===== src/common/qm_defines.vh =====
// Constants for the tape frame error monitor: register map, fields, timing.
// Assumes a 100 MHz core clock; included by bare name from the rtl files.
`ifndef QM_DEFINES_VH
`define QM_DEFINES_VH

// Clock period in ns
`define QM_CLK_NS 10
// Register byte offsets
`define QM_REG_CTRL 8'h00
`define QM_REG_STAT 8'h04
`define QM_REG_FS_TALLY 8'h08
`define QM_REG_SEQ_TALLY 8'h0c
`define QM_REG_DROP_TALLY 8'h10
`define QM_REG_AUD_LO 8'h14
`define QM_REG_AUD_HI 8'h18
`define QM_REG_LAST_SEQ 8'h1c
// Control fields
`define QM_CTRL_HS_FMT 0
`define QM_CTRL_RAW 1
`define QM_CTRL_TRACK2 2
`define QM_CTRL_RESTART 3
`define QM_CTRL_IVL_LO 4
`define QM_CTRL_IVL_HI 5
`define QM_CTRL_RESET 6'h00
// Interval selector codes and lengths in seconds
`define QM_IVL_1S 2'h0
`define QM_IVL_10S 2'h1
`define QM_IVL_60S 2'h2
`define QM_SECS_1 6'h01
`define QM_SECS_10 6'h0a
`define QM_SECS_60 6'h3c
// Tally ceiling and sequence modulus
`define QM_TALLY_MAX 10'h3e7
`define QM_SEQ_MOD 6'h3c
// Times in ns as printed, and their cycle counts
`define QM_LED_NS 8000000
`define QM_LED_CYC ((`QM_LED_NS + `QM_CLK_NS - 1) / `QM_CLK_NS)
`define QM_FSPULSE_NS 100
`define QM_FSPULSE_CYC ((`QM_FSPULSE_NS + `QM_CLK_NS - 1) / `QM_CLK_NS)
`define QM_REFWIN_NS 1300000
`define QM_REFWIN_CYC (`QM_REFWIN_NS / `QM_CLK_NS)
`define QM_RAWDLY_NS 5600000
`define QM_RAWDLY_CYC (`QM_RAWDLY_NS / `QM_CLK_NS)
`define QM_BLANK_NS 45000
`define QM_BLANK_CYC ((`QM_BLANK_NS + `QM_CLK_NS - 1) / `QM_CLK_NS)
`define QM_SEC_CYC 100000000
// Headswitch search: bits after first zero, window width in bits
`define QM_HS_SKIP 5'd31
`define QM_HS_WIN 3'd4
// Frame layout in bits
`define QM_FS_PATTERN 3'h5
`define QM_SYNC_WORD 8'ha7
`define QM_SYNC_GAP 14'd256
`define QM_FRAME_BITS 14'd8192
`define QM_EOF_BITS 14'd64
`define QM_SEQ_END 14'd23
// Frame count carries odd parity
`define QM_SEQ_PARITY 1'b1

`endif


===== src/rtl/qm_monitor.v =====
// Tape frame error monitor: frame-start search, error checks, tallies, AXI4-Lite registers.
// Assumes recovered bit clock, data and audio signals arrive as asynchronous pins.
`timescale 1ns/1ns
`default_nettype none
`include "qm_defines.vh"
module qm_monitor #(
   parameter LED_CYC = `QM_LED_CYC,
   parameter REFWIN_CYC = `QM_REFWIN_CYC,
   parameter RAWDLY_CYC = `QM_RAWDLY_CYC,
   parameter BLANK_CYC = `QM_BLANK_CYC,
   parameter SEC_CYC = `QM_SEC_CYC
) (
   input wire clock,
   input wire rstn,
   input wire [7:0] s_axi_awaddr,
   input wire s_axi_awvalid,
   output reg s_axi_awready,
   input wire [31:0] s_axi_wdata,
   input wire [3:0] s_axi_wstrb,
   input wire s_axi_wvalid,
   output reg s_axi_wready,
   output reg [1:0] s_axi_bresp,
   output reg s_axi_bvalid,
   input wire s_axi_bready,
   input wire [7:0] s_axi_araddr,
   input wire s_axi_arvalid,
   output reg s_axi_arready,
   output reg [31:0] s_axi_rdata,
   output reg [1:0] s_axi_rresp,
   output reg s_axi_rvalid,
   input wire s_axi_rready,
   input wire vid_clk_pin,
   input wire vid_data_pin,
   input wire ref_60hz_pin,
   input wire headswitch_pin,
   input wire aud_clk_pin,
   input wire aud_data_pin,
   input wire aud_sync_pin,
   output reg aud_track2_q,
   output reg data_out_q,
   output reg frame_mark_q,
   output reg frame_start_out_q,
   output reg frame_end_q,
   output wire fs_led,
   output wire parity_led,
   output wire seq_led,
   output wire drop_led
);
   // One-hot states of the frame-start search
   localparam S_IDLE = 7'h01;
   localparam S_DLY = 7'h02;
   localparam S_RWIN = 7'h04;
   localparam S_BLANK = 7'h08;
   localparam S_ZERO = 7'h10;
   localparam S_CNT = 7'h20;
   localparam S_HWIN = 7'h40;

   // Pin synchronisers: stage a feeds stage b only
   reg [6:0] sync_a_q;
   reg [6:0] sync_b_q;
   // Previous synced levels for edge detection
   reg vid_clk_prev_q, ref_prev_q, hs_prev_q, aud_clk_prev_q, aud_sync_prev_q;
   wire vid_clk_s = sync_b_q[0];
   wire vid_data_s = sync_b_q[1];
   wire ref_s = sync_b_q[2];
   wire hs_s = sync_b_q[3];
   wire aud_clk_s = sync_b_q[4];
   wire aud_data_s = sync_b_q[5];
   wire aud_sync_s = sync_b_q[6];
   wire bit_stb = vid_clk_s & ~vid_clk_prev_q;
   wire ref_edge = ref_s & ~ref_prev_q;
   wire hs_edge = hs_s ^ hs_prev_q;

   always @(posedge clock or negedge rstn) begin
      if (!rstn) begin
         sync_a_q <= 7'h00;
         sync_b_q <= 7'h00;
         vid_clk_prev_q <= 1'b0;
         ref_prev_q <= 1'b0;
         hs_prev_q <= 1'b0;
         aud_clk_prev_q <= 1'b0;
         aud_sync_prev_q <= 1'b0;
      end else begin
         sync_a_q <= {aud_sync_pin, aud_data_pin, aud_clk_pin, headswitch_pin,
                      ref_60hz_pin, vid_data_pin, vid_clk_pin};
         sync_b_q <= sync_a_q;
         vid_clk_prev_q <= vid_clk_s;
         ref_prev_q <= ref_s;
         hs_prev_q <= hs_s;
         aud_clk_prev_q <= aud_clk_s;
         aud_sync_prev_q <= aud_sync_s;
      end
   end

   // Control register fields
   reg [5:0] ctrl_q;
   wire hs_fmt = ctrl_q[`QM_CTRL_HS_FMT];
   wire raw_sel = ctrl_q[`QM_CTRL_RAW];
   wire [1:0] ivl_sel = ctrl_q[`QM_CTRL_IVL_HI:`QM_CTRL_IVL_LO];

   // Bit shift register of the demodulated stream
   reg [7:0] shift_q;
   wire [7:0] shift_d = {shift_q[6:0], vid_data_s};
   wire fs_match = bit_stb & (shift_d[2:0] == `QM_FS_PATTERN);

   always @(posedge clock or negedge rstn) begin
      if (!rstn) begin
         shift_q <= 8'h00;
         data_out_q <= 1'b0;
      end else if (bit_stb) begin
         shift_q <= shift_d;
         data_out_q <= vid_data_s;
      end
   end

   // Frame-start search state and shared timer
   reg [6:0] st_q;
   reg [19:0] tmr_q;
   reg fs_err_q;
   reg fs_found_q;
   wire win_open = (st_q == S_RWIN) | (st_q == S_HWIN);
   wire fs_hit = win_open & fs_match;

   // format picks reference or headswitch path
   always @(posedge clock or negedge rstn) begin
      if (!rstn) begin
         st_q <= S_IDLE;
         tmr_q <= 20'h00000;
         fs_err_q <= 1'b0;
         fs_found_q <= 1'b0;
      end else begin
         fs_err_q <= 1'b0;
         fs_found_q <= fs_hit;
         case (st_q)
            S_IDLE: begin
               if (!hs_fmt && ref_edge && raw_sel) begin
                  // Read-after-write head trails, so the reference is delayed
                  st_q <= S_DLY;
                  tmr_q <= RAWDLY_CYC[19:0] - 20'h00001;
               end else if (!hs_fmt && ref_edge) begin
                  st_q <= S_RWIN;
                  tmr_q <= REFWIN_CYC[19:0] - 20'h00001;
               end else if (hs_fmt && hs_edge) begin
                  st_q <= S_BLANK;
                  tmr_q <= BLANK_CYC[19:0] - 20'h00001;
               end
            end
            S_DLY: begin
               if (tmr_q == 20'h00000) begin
                  st_q <= S_RWIN;
                  tmr_q <= REFWIN_CYC[19:0] - 20'h00001;
               end else begin
                  tmr_q <= tmr_q - 20'h00001;
               end
            end
            S_RWIN: begin
               if (fs_hit) begin
                  st_q <= S_IDLE;
               end else if (tmr_q == 20'h00000) begin
                  st_q <= S_IDLE;
                  fs_err_q <= 1'b1;
               end else begin
                  tmr_q <= tmr_q - 20'h00001;
               end
            end
            S_BLANK: begin
               // Headswitch noise is blanked before searching
               if (tmr_q == 20'h00000) begin
                  st_q <= S_ZERO;
               end else begin
                  tmr_q <= tmr_q - 20'h00001;
               end
            end
            S_ZERO: begin
               if (bit_stb && !vid_data_s) begin
                  st_q <= S_CNT;
                  tmr_q <= {15'h0000, `QM_HS_SKIP};
               end
            end
            S_CNT: begin
               if (bit_stb && tmr_q == 20'h00001) begin
                  st_q <= S_HWIN;
                  tmr_q <= {17'h00000, `QM_HS_WIN};
               end else if (bit_stb) begin
                  tmr_q <= tmr_q - 20'h00001;
               end
            end
            S_HWIN: begin
               if (fs_hit) begin
                  st_q <= S_IDLE;
               end else if (bit_stb && tmr_q == 20'h00001) begin
                  st_q <= S_IDLE;
                  fs_err_q <= 1'b1;
               end else if (bit_stb) begin
                  tmr_q <= tmr_q - 20'h00001;
               end
            end
            default: st_q <= S_IDLE;
         endcase
      end
   end

   // Bit position inside the frame and per-frame checks
   reg [13:0] pos_q;
   reg in_frame_q;
   reg drop_seen_q;
   reg [6:0] seq_raw_q;
   reg [5:0] seq_prev_q;
   reg seq_valid_q;
   reg drop_err_q, par_err_q, seq_err_q;
   reg [3:0] fsp_cnt_q;
   localparam integer FSP_CYC = `QM_FSPULSE_CYC;
   wire [5:0] seq_expect = (seq_prev_q == `QM_SEQ_MOD - 6'h01) ? 6'h00 : seq_prev_q + 6'h01;
   wire [6:0] seq_word = {seq_raw_q[5:0], vid_data_s};
   wire sync_slot = (pos_q[7:0] == 8'hff) & (pos_q != 14'h0000);

   always @(posedge clock or negedge rstn) begin
      if (!rstn) begin
         pos_q <= 14'h0000;
         in_frame_q <= 1'b0;
         drop_seen_q <= 1'b0;
         seq_raw_q <= 7'h00;
         seq_prev_q <= 6'h00;
         seq_valid_q <= 1'b0;
         drop_err_q <= 1'b0;
         par_err_q <= 1'b0;
         seq_err_q <= 1'b0;
      end else begin
         drop_err_q <= 1'b0;
         par_err_q <= 1'b0;
         seq_err_q <= 1'b0;
         if (fs_found_q) begin
            in_frame_q <= 1'b1;
            pos_q <= 14'h0000;
            drop_seen_q <= 1'b0;
         end else if (bit_stb && in_frame_q) begin
            pos_q <= pos_q + 14'h0001;
            if (pos_q == `QM_FRAME_BITS - 14'h0001) begin
               in_frame_q <= 1'b0;
            end
            if (pos_q <= `QM_SEQ_END) begin
               seq_raw_q <= seq_word;
            end
            if (pos_q == `QM_SEQ_END) begin
               par_err_q <= (^seq_word) != `QM_SEQ_PARITY;
               seq_err_q <= seq_valid_q & (seq_word[6:1] != seq_expect);
               seq_prev_q <= seq_word[6:1];
               seq_valid_q <= 1'b1;
            end
            if (((pos_q + 14'h0001) & (`QM_SYNC_GAP - 14'h0001)) == 14'h0000 && pos_q != 14'h0000
                && shift_d != `QM_SYNC_WORD && !drop_seen_q) begin
               drop_err_q <= 1'b1;
               drop_seen_q <= 1'b1;
            end
         end
      end
   end

   // Scope markers
   always @(posedge clock or negedge rstn) begin
      if (!rstn) begin
         frame_mark_q <= 1'b1;
         frame_end_q <= 1'b0;
         frame_start_out_q <= 1'b0;
         fsp_cnt_q <= 4'h0;
      end else begin
         frame_mark_q <= in_frame_q | fs_found_q;
         frame_end_q <= in_frame_q & (pos_q >= `QM_FRAME_BITS - `QM_EOF_BITS);
         if (fs_found_q) begin
            fsp_cnt_q <= FSP_CYC[3:0] - 4'h1;
            frame_start_out_q <= 1'b1;
         end else if (fsp_cnt_q != 4'h0) begin
            fsp_cnt_q <= fsp_cnt_q - 4'h1;
         end else begin
            frame_start_out_q <= 1'b0;
         end
      end
   end

   qm_stretch #(.LEN(LED_CYC)) u_fs_led (.clock(clock), .rstn(rstn), .trig(fs_err_q), .out_q(fs_led));
   qm_stretch #(.LEN(LED_CYC)) u_par_led (.clock(clock), .rstn(rstn), .trig(par_err_q), .out_q(parity_led));
   qm_stretch #(.LEN(LED_CYC)) u_seq_led (.clock(clock), .rstn(rstn), .trig(seq_err_q), .out_q(seq_led));
   qm_stretch #(.LEN(LED_CYC)) u_drop_led (.clock(clock), .rstn(rstn), .trig(drop_err_q), .out_q(drop_led));

   // Integration timing and tallies
   reg [26:0] div_q;
   reg [5:0] secs_q;
   reg restart_prev_q;
   reg [9:0] fs_tally_q, seq_tally_q, drop_tally_q;
   reg [9:0] fs_disp_q, seq_disp_q, drop_disp_q;
   wire sec_tick = (div_q == SEC_CYC[26:0] - 27'h0000001);
   wire restart_rel = restart_prev_q & ~ctrl_q[`QM_CTRL_RESTART];
   wire [5:0] ivl_len = (ivl_sel == `QM_IVL_60S) ? `QM_SECS_60 :
                        (ivl_sel == `QM_IVL_10S) ? `QM_SECS_10 : `QM_SECS_1;
   wire ivl_end = sec_tick & (secs_q >= ivl_len - 6'h01);
   // Frame-count class covers both parity and sequence faults
   wire seq_any = par_err_q | seq_err_q;

   always @(posedge clock or negedge rstn) begin
      if (!rstn) begin
         div_q <= 27'h0000000;
         secs_q <= 6'h00;
         restart_prev_q <= 1'b0;
         fs_tally_q <= 10'h000;
         seq_tally_q <= 10'h000;
         drop_tally_q <= 10'h000;
         fs_disp_q <= 10'h000;
         seq_disp_q <= 10'h000;
         drop_disp_q <= 10'h000;
      end else begin
         restart_prev_q <= ctrl_q[`QM_CTRL_RESTART];
         if (restart_rel) begin
            div_q <= 27'h0000000;
            secs_q <= 6'h00;
            fs_tally_q <= 10'h000;
            seq_tally_q <= 10'h000;
            drop_tally_q <= 10'h000;
         end else if (ivl_end) begin
            div_q <= 27'h0000000;
            secs_q <= 6'h00;
            fs_disp_q <= fs_tally_q;
            seq_disp_q <= seq_tally_q;
            drop_disp_q <= drop_tally_q;
            fs_tally_q <= {9'h000, fs_err_q};
            seq_tally_q <= {9'h000, seq_any};
            drop_tally_q <= {9'h000, drop_err_q};
         end else begin
            div_q <= sec_tick ? 27'h0000000 : div_q + 27'h0000001;
            if (sec_tick) begin
               secs_q <= secs_q + 6'h01;
            end
            if (fs_err_q && fs_tally_q != `QM_TALLY_MAX) begin
               fs_tally_q <= fs_tally_q + 10'h001;
            end
            if (seq_any && seq_tally_q != `QM_TALLY_MAX) begin
               seq_tally_q <= seq_tally_q + 10'h001;
            end
            if (drop_err_q && drop_tally_q != `QM_TALLY_MAX) begin
               drop_tally_q <= drop_tally_q + 10'h001;
            end
         end
      end
   end

   // Audio readout: shift on clock, latch on frame sync
   reg [35:0] aud_shift_q;
   reg [35:0] aud_disp_q;

   always @(posedge clock or negedge rstn) begin
      if (!rstn) begin
         aud_shift_q <= 36'h000000000;
         aud_disp_q <= 36'h000000000;
         aud_track2_q <= 1'b0;
      end else begin
         aud_track2_q <= ctrl_q[`QM_CTRL_TRACK2];
         if (aud_clk_s && !aud_clk_prev_q) begin
            aud_shift_q <= {aud_shift_q[34:0], aud_data_s};
         end
         if (aud_sync_s && !aud_sync_prev_q) begin
            aud_disp_q <= aud_shift_q;
         end
      end
   end

   // AXI4-Lite write: address and data taken in either order
   reg aw_have_q, w_have_q;
   reg [7:0] aw_addr_q;
   reg [31:0] w_data_q;
   reg w_strb0_q;

   always @(posedge clock or negedge rstn) begin
      if (!rstn) begin
         aw_have_q <= 1'b0;
         w_have_q <= 1'b0;
         aw_addr_q <= 8'h00;
         w_data_q <= 32'h00000000;
         w_strb0_q <= 1'b0;
         s_axi_awready <= 1'b0;
         s_axi_wready <= 1'b0;
         s_axi_bvalid <= 1'b0;
         s_axi_bresp <= 2'h0;
         ctrl_q <= `QM_CTRL_RESET;
      end else begin
         s_axi_awready <= ~aw_have_q & ~s_axi_awready & s_axi_awvalid;
         s_axi_wready <= ~w_have_q & ~s_axi_wready & s_axi_wvalid;
         if (s_axi_awvalid && s_axi_awready) begin
            aw_have_q <= 1'b1;
            aw_addr_q <= s_axi_awaddr;
         end
         if (s_axi_wvalid && s_axi_wready) begin
            w_have_q <= 1'b1;
            w_data_q <= s_axi_wdata;
            w_strb0_q <= s_axi_wstrb[0];
         end
         if (aw_have_q && w_have_q && !s_axi_bvalid) begin
            s_axi_bvalid <= 1'b1;
            aw_have_q <= 1'b0;
            w_have_q <= 1'b0;
            // Only the control word is writable; others answer with an error
            if (aw_addr_q[7:2] == `QM_REG_CTRL >> 2) begin
               s_axi_bresp <= 2'h0;
               if (w_strb0_q) begin
                  ctrl_q <= w_data_q[5:0];
               end
            end else begin
               s_axi_bresp <= 2'h2;
            end
         end else if (s_axi_bvalid && s_axi_bready) begin
            s_axi_bvalid <= 1'b0;
         end
      end
   end

   // AXI4-Lite read decode
   reg [31:0] rd_d;
   reg rd_ok_d;

   always @* begin
      rd_d = 32'h00000000;
      rd_ok_d = 1'b1;
      if (s_axi_araddr[7:2] == `QM_REG_CTRL >> 2) begin
         rd_d = {26'h0000000, ctrl_q};
      end else if (s_axi_araddr[7:2] == `QM_REG_STAT >> 2) begin
         rd_d = {24'h000000, 1'b0, st_q == S_IDLE, in_frame_q, win_open,
                 drop_led, seq_led, parity_led, fs_led};
      end else if (s_axi_araddr[7:2] == `QM_REG_FS_TALLY >> 2) begin
         rd_d = {22'h000000, fs_disp_q};
      end else if (s_axi_araddr[7:2] == `QM_REG_SEQ_TALLY >> 2) begin
         rd_d = {22'h000000, seq_disp_q};
      end else if (s_axi_araddr[7:2] == `QM_REG_DROP_TALLY >> 2) begin
         rd_d = {22'h000000, drop_disp_q};
      end else if (s_axi_araddr[7:2] == `QM_REG_AUD_LO >> 2) begin
         rd_d = aud_disp_q[31:0];
      end else if (s_axi_araddr[7:2] == `QM_REG_AUD_HI >> 2) begin
         rd_d = {28'h0000000, aud_disp_q[35:32]};
      end else if (s_axi_araddr[7:2] == `QM_REG_LAST_SEQ >> 2) begin
         rd_d = {26'h0000000, seq_prev_q};
      end else begin
         rd_ok_d = 1'b0;
      end
   end

   // Read channel: one read at a time, data registered
   always @(posedge clock or negedge rstn) begin
      if (!rstn) begin
         s_axi_arready <= 1'b0;
         s_axi_rvalid <= 1'b0;
         s_axi_rdata <= 32'h00000000;
         s_axi_rresp <= 2'h0;
      end else begin
         s_axi_arready <= ~s_axi_rvalid & ~s_axi_arready & s_axi_arvalid;
         if (s_axi_arvalid && s_axi_arready) begin
            s_axi_rvalid <= 1'b1;
            s_axi_rdata <= rd_d;
            s_axi_rresp <= rd_ok_d ? 2'h0 : 2'h2;
         end else if (s_axi_rvalid && s_axi_rready) begin
            s_axi_rvalid <= 1'b0;
         end
      end
   end
endmodule // qm_monitor
`default_nettype wire


===== src/rtl/qm_stretch.v =====
// Retriggerable pulse stretcher driving one error indicator.
// Assumes trig is a one-cycle pulse on the same clock.
`timescale 1ns/1ns
`default_nettype none
module qm_stretch #(
   parameter LEN = 800000
) (
   input wire clock,
   input wire rstn,
   input wire trig,
   output reg out_q
);
   // Remaining cycles of the lit period
   reg [19:0] cnt_q;

   // Each trigger reloads the full length
   always @(posedge clock or negedge rstn) begin
      if (!rstn) begin
         cnt_q <= 20'h00000;
         out_q <= 1'b0;
      end else if (trig) begin
         cnt_q <= LEN[19:0] - 20'h00001;
         out_q <= 1'b1;
      end else if (cnt_q != 20'h00000) begin
         cnt_q <= cnt_q - 20'h00001;
      end else begin
         out_q <= 1'b0;
      end
   end
endmodule // qm_stretch
`default_nettype wire

===== config.mk =====
export PLATFORM = sky130hd
export DESIGN_NAME = qm_monitor
export DESIGN_NICKNAME = d
export VERILOG_FILES = /design/src/rtl/qm_monitor.v /design/src/rtl/qm_stretch.v
export VERILOG_INCLUDE_DIRS = /design/src /design/src/common
export SDC_FILE = /design/constraint.sdc
export NUM_CORES = 1
export LEC_CHECK = 0
export BUFFER_PORTS_ARGS = -buffer_cell sky130_fd_sc_hd__buf_2
export CAP_MARGIN = 30
export CORE_MARGIN = 2
export CORE_UTILIZATION = 50
export CTS_CLUSTER_SIZE = 24
export DETAILED_ROUTE_END_ITERATION = 12
export PLACE_DENSITY = 0.7
export SYNTH_ARGS = -nofsm -noshare
export SYNTH_HDL_FRONTEND = slang
export SYNTH_SLANG_ARGS = --single-unit

===== constraint.sdc =====
create_clock -name clock -period 2.6 [get_ports clock]
set_input_delay 0.52 -clock clock [delete_from_list [all_inputs] [get_ports clock]]
set_output_delay 0.52 -clock clock [all_outputs]
set_load 0.05 [all_outputs]

==> out/results.txt <==
status: complete, but fails checks
failing checks: setup timing
RR Startpoint: u_seq_led.cnt_q[12]
die area: 0.0395 mm²
initial core utilization: 50.6%
largest net degree at the start of global routing: 88
Synth cell types: 77
gr usage total: 21.5%
commonest non-fill, non-tap cell in the layout: dfrtp_1
Post-synth EDFFs: 0
maximum clock frequency: 383 MHz
Hold WS: 0.0534 ns
Hold Vio Cnt, Final: 0
Fill cells: 3105
clk slew on worst S/H paths: 0.06 ns
Yosys Warn Count: 0
Worst-Margin Slew: 0.618 ns
I/O Buffers: 80
Critical Path Stages: 8
DRC viols: 0
Max-cap violations: 0
crit-path leading delay family: simple AND/OR/NAND/NOR gates
site row count: 71
antenna fix cells: 0
Setup Crit Path Kind: flop to flop
number of top-level pins: 116
DPL Wire Length: 28.4 mm
initial antenna violation count: 0
deepest clock path buffer count: 3
post-synthesis cell count: 1756
area grow syn2layout: 20.3%
power density cells: 872 mW/mm²
DR pass1 iterations: 5
post-route setup slack: -0.0139 ns
register bit total from synthesis: 405
die span in x: 199 µm
vias per cell: 5.58
CP max stage cell: or4_4
cell mode on critical path: or4_4
path depth of the worst reg2reg path: 8
GRT Residual Overflow: 0
Final ANT Viol Nets: 0
Die Y: 199 µm
via count: 13.9k
Mapped Area: 0.0190 mm²
detailed-route wire length: 42.5 mm
ratio of cells with drive above 1 in the final layout: 25.9%
first-pass GRT wire length: 68.6 mm
Tightest Hold Check Type: primary input to flop
Max-Slew Margin vs Limit: 58.5%
fin crit share: 101%
part of the Yosys area used for sequential elements: 53.4%
Worst path max stage delay: 0.49 ns
Worst Path Arrival: 3.06 ns
Max Clock Skew: 0.0234 ns
r2r setup slk: -0.01 ns
async set-reset flop share out of synthesis: 100%
root buf cell: clkbuf_16
Max Slew Vio Count: 0
RSZ-0062 raised after global routing: true
startpoint types: flop
CTS Buf Count: 44
Max VDD drop: 0.706 mV
Setup crit end kind: flop
Net count, final: 2040
Worst Setup SP: u_seq_led.cnt_q[12]
1st-iter DRT viols: 819
WP data required: 3.05 ns
CTS tree: built
leakage power: 10.8 nW
# H-tree levels: 2
CP Buf/Inv Count: 1
crit path time final: 2.61 ns
worst skew pair latency: 0.58 ns
Mean Syn Cell Area: 10.8 µm²
Primary FF master, synth: dfrtp_1
crit path to: u_seq_led.cnt_q[15]
wire per inst: 17.0 µm
routability cong.: 0.895
commonest non-fill, non-tap cells in the layout: 400 x dfrtp_1, 164 x nor2_1, 152 x nand2_1
FF-to-FF End: u_seq_led.cnt_q[15]
Sinks on Clock Net: 405
cell breakdown of the critical path: or3_4 > or4_4 > or4_4 > o311ai_4 > buf_4 > nor4_1 > xnor2_1 > nor2_1
vias in the first global route: 13.7k
Worst Path Max Fanout: 6
core region area: 0.0375 mm²
Setup TNS: -0.0154 ns
Setup-failing EPs final: 2
[synth_stat cells, types with 8 or more instances]
cell,number,area (µm²)
and3_1,20,125
xor2_1,60,526
buf_1,11,41.3
and2_1,8,50.1
inv_1,45,169
xnor2_1,77,674
mux2_2,143,1610
clkbuf_1,50,188
or4_1,21,158
o21ai_0,88,440
nand2_1,153,574
dfrtp_1,403,10100
nor2b_1,11,68.8
nand4_1,31,194
a21oi_1,54,270
nor3b_1,13,97.6
or2_2,10,62.6
nand3_1,37,185
nor3_1,54,270
or3_1,21,131
a22o_1,30,263
nor4_1,38,238
nand2b_1,34,213
nor2_1,166,623
ha_1,24,300
[per-layer routing]
metal	track usage [%]	vias to the layer above	wire length, µm
met5	0	-	0
met4	7.57	0	1270
met3	4.51	78	2190
met2	33.8	291	19700
met1	29.7	6904	19300
li1	-	6645	-
[stage by stage]
step / power, mW / cell area [µm²] / util, % / std cells / setup WS [ns]
final: 19.9 / 22800 / 60.9 / 2494 / -0.0139
after global routing: 21.0 / 22800 / 60.9 / 2494 / -0.105
after CTS: 19.7 / 22300 / 59.6 / 2480 / 0.00359
after detailed placement: 13.1 / 20800 / 55.4 / 2397 / -0.0910
after global placement: 12.9 / 20800 / 55.4 / 2397 / 0.000310
after floorplan: 11.2 / 19000 / - / 1757 / -0.0341
[worst min-delay path by stage]
stage	start	endpoint	cells past startpoint
after floorplan	rstn	aud_clk_prev_q	0
after global placement	sync_a_q[4]	sync_b_q[4]	0
after detailed placement	sync_a_q[2]	sync_b_q[2]	0
after CTS	aud_sync_pin	sync_a_q[6]	1
after global routing	aud_sync_pin	sync_a_q[6]	1
final	vid_data_pin	sync_a_q[1]	1
[cell families after synthesis]
| family | after synthesis | share of synthesized area [%] |
|---|---|---|
| AO/OA/AOI/OAI | 258 | 8.95 |
| other | 1 | 0.0198 |
| multiplexers | 152 | 9.16 |
| flip-flops | 405 | 53.4 |
| adder cells (fa/ha/maj) | 24 | 1.58 |
| XOR/XNOR | 137 | 6.33 |
| buffers and inverters | 117 | 2.45 |
| AND/OR/NAND/NOR | 662 | 18.1 |
[report_power, final]
part / switching [mW] / total [mW] / internal, mW
Sequential: 0.894 / 8.20 / 7.31
Clock: 2.57 / 6.54 / 3.96
Combinational: 2.70 / 5.16 / 2.46
Total: 6.17 / 19.9 / 13.7
[repair_timing]
| action | in CTS | in global routing |
|---|---|---|
| buffers inserted | 3 | 10 |
| hold buffers | 1 | 0 |
| resized for setup | 2 | 72 |
| hold endpoints to repair | 46 | 0 |
| endpoints found under the setup margin | 39 | 97 |
| pin swaps | 0 | 18 |
| cloned | 0 | 4 |
[flip-flops by register name (all words and copies together), names as in the netlist, 10 cells and up]
name and cells:
seq_tally_q 10, u_par_led.cnt_q 20, u_drop_led.cnt_q 20, fs_tally_q 10, div_q 27, tmr_q 20, aud_shift_q 36, fs_disp_q 10
s_axi_rdata 32, u_fs_led.cnt_q 20, drop_disp_q 10, aud_disp_q 36, seq_disp_q 10, pos_q 14, u_seq_led.cnt_q 20, drop_tally_q 10
[worst reg2reg max path, stage by stage, from the launching register on]
cell	delay [ns]
dfrtp_1	0.39
or3_4	0.39
or4_4	0.43
or4_4	0.49
o311ai_4	0.35
buf_4	0.18
nor4_1	0.05
xnor2_1	0.15
nor2_1	0.06
[layout make-up]
class                      instances  area, µm²  share of cell area, %
clock inverter                    18        255                   1.12
multi-input combinational       1235       8690                   38.1
tap                              511        639                   2.80
timing repair buffer             219       1640                   7.19
clock buffer                      61       1280                   5.63
sequential                       405      10100                   44.4
inverter                          45        169                  0.740
Note: power is estimated with default switching activity, not from simulation.
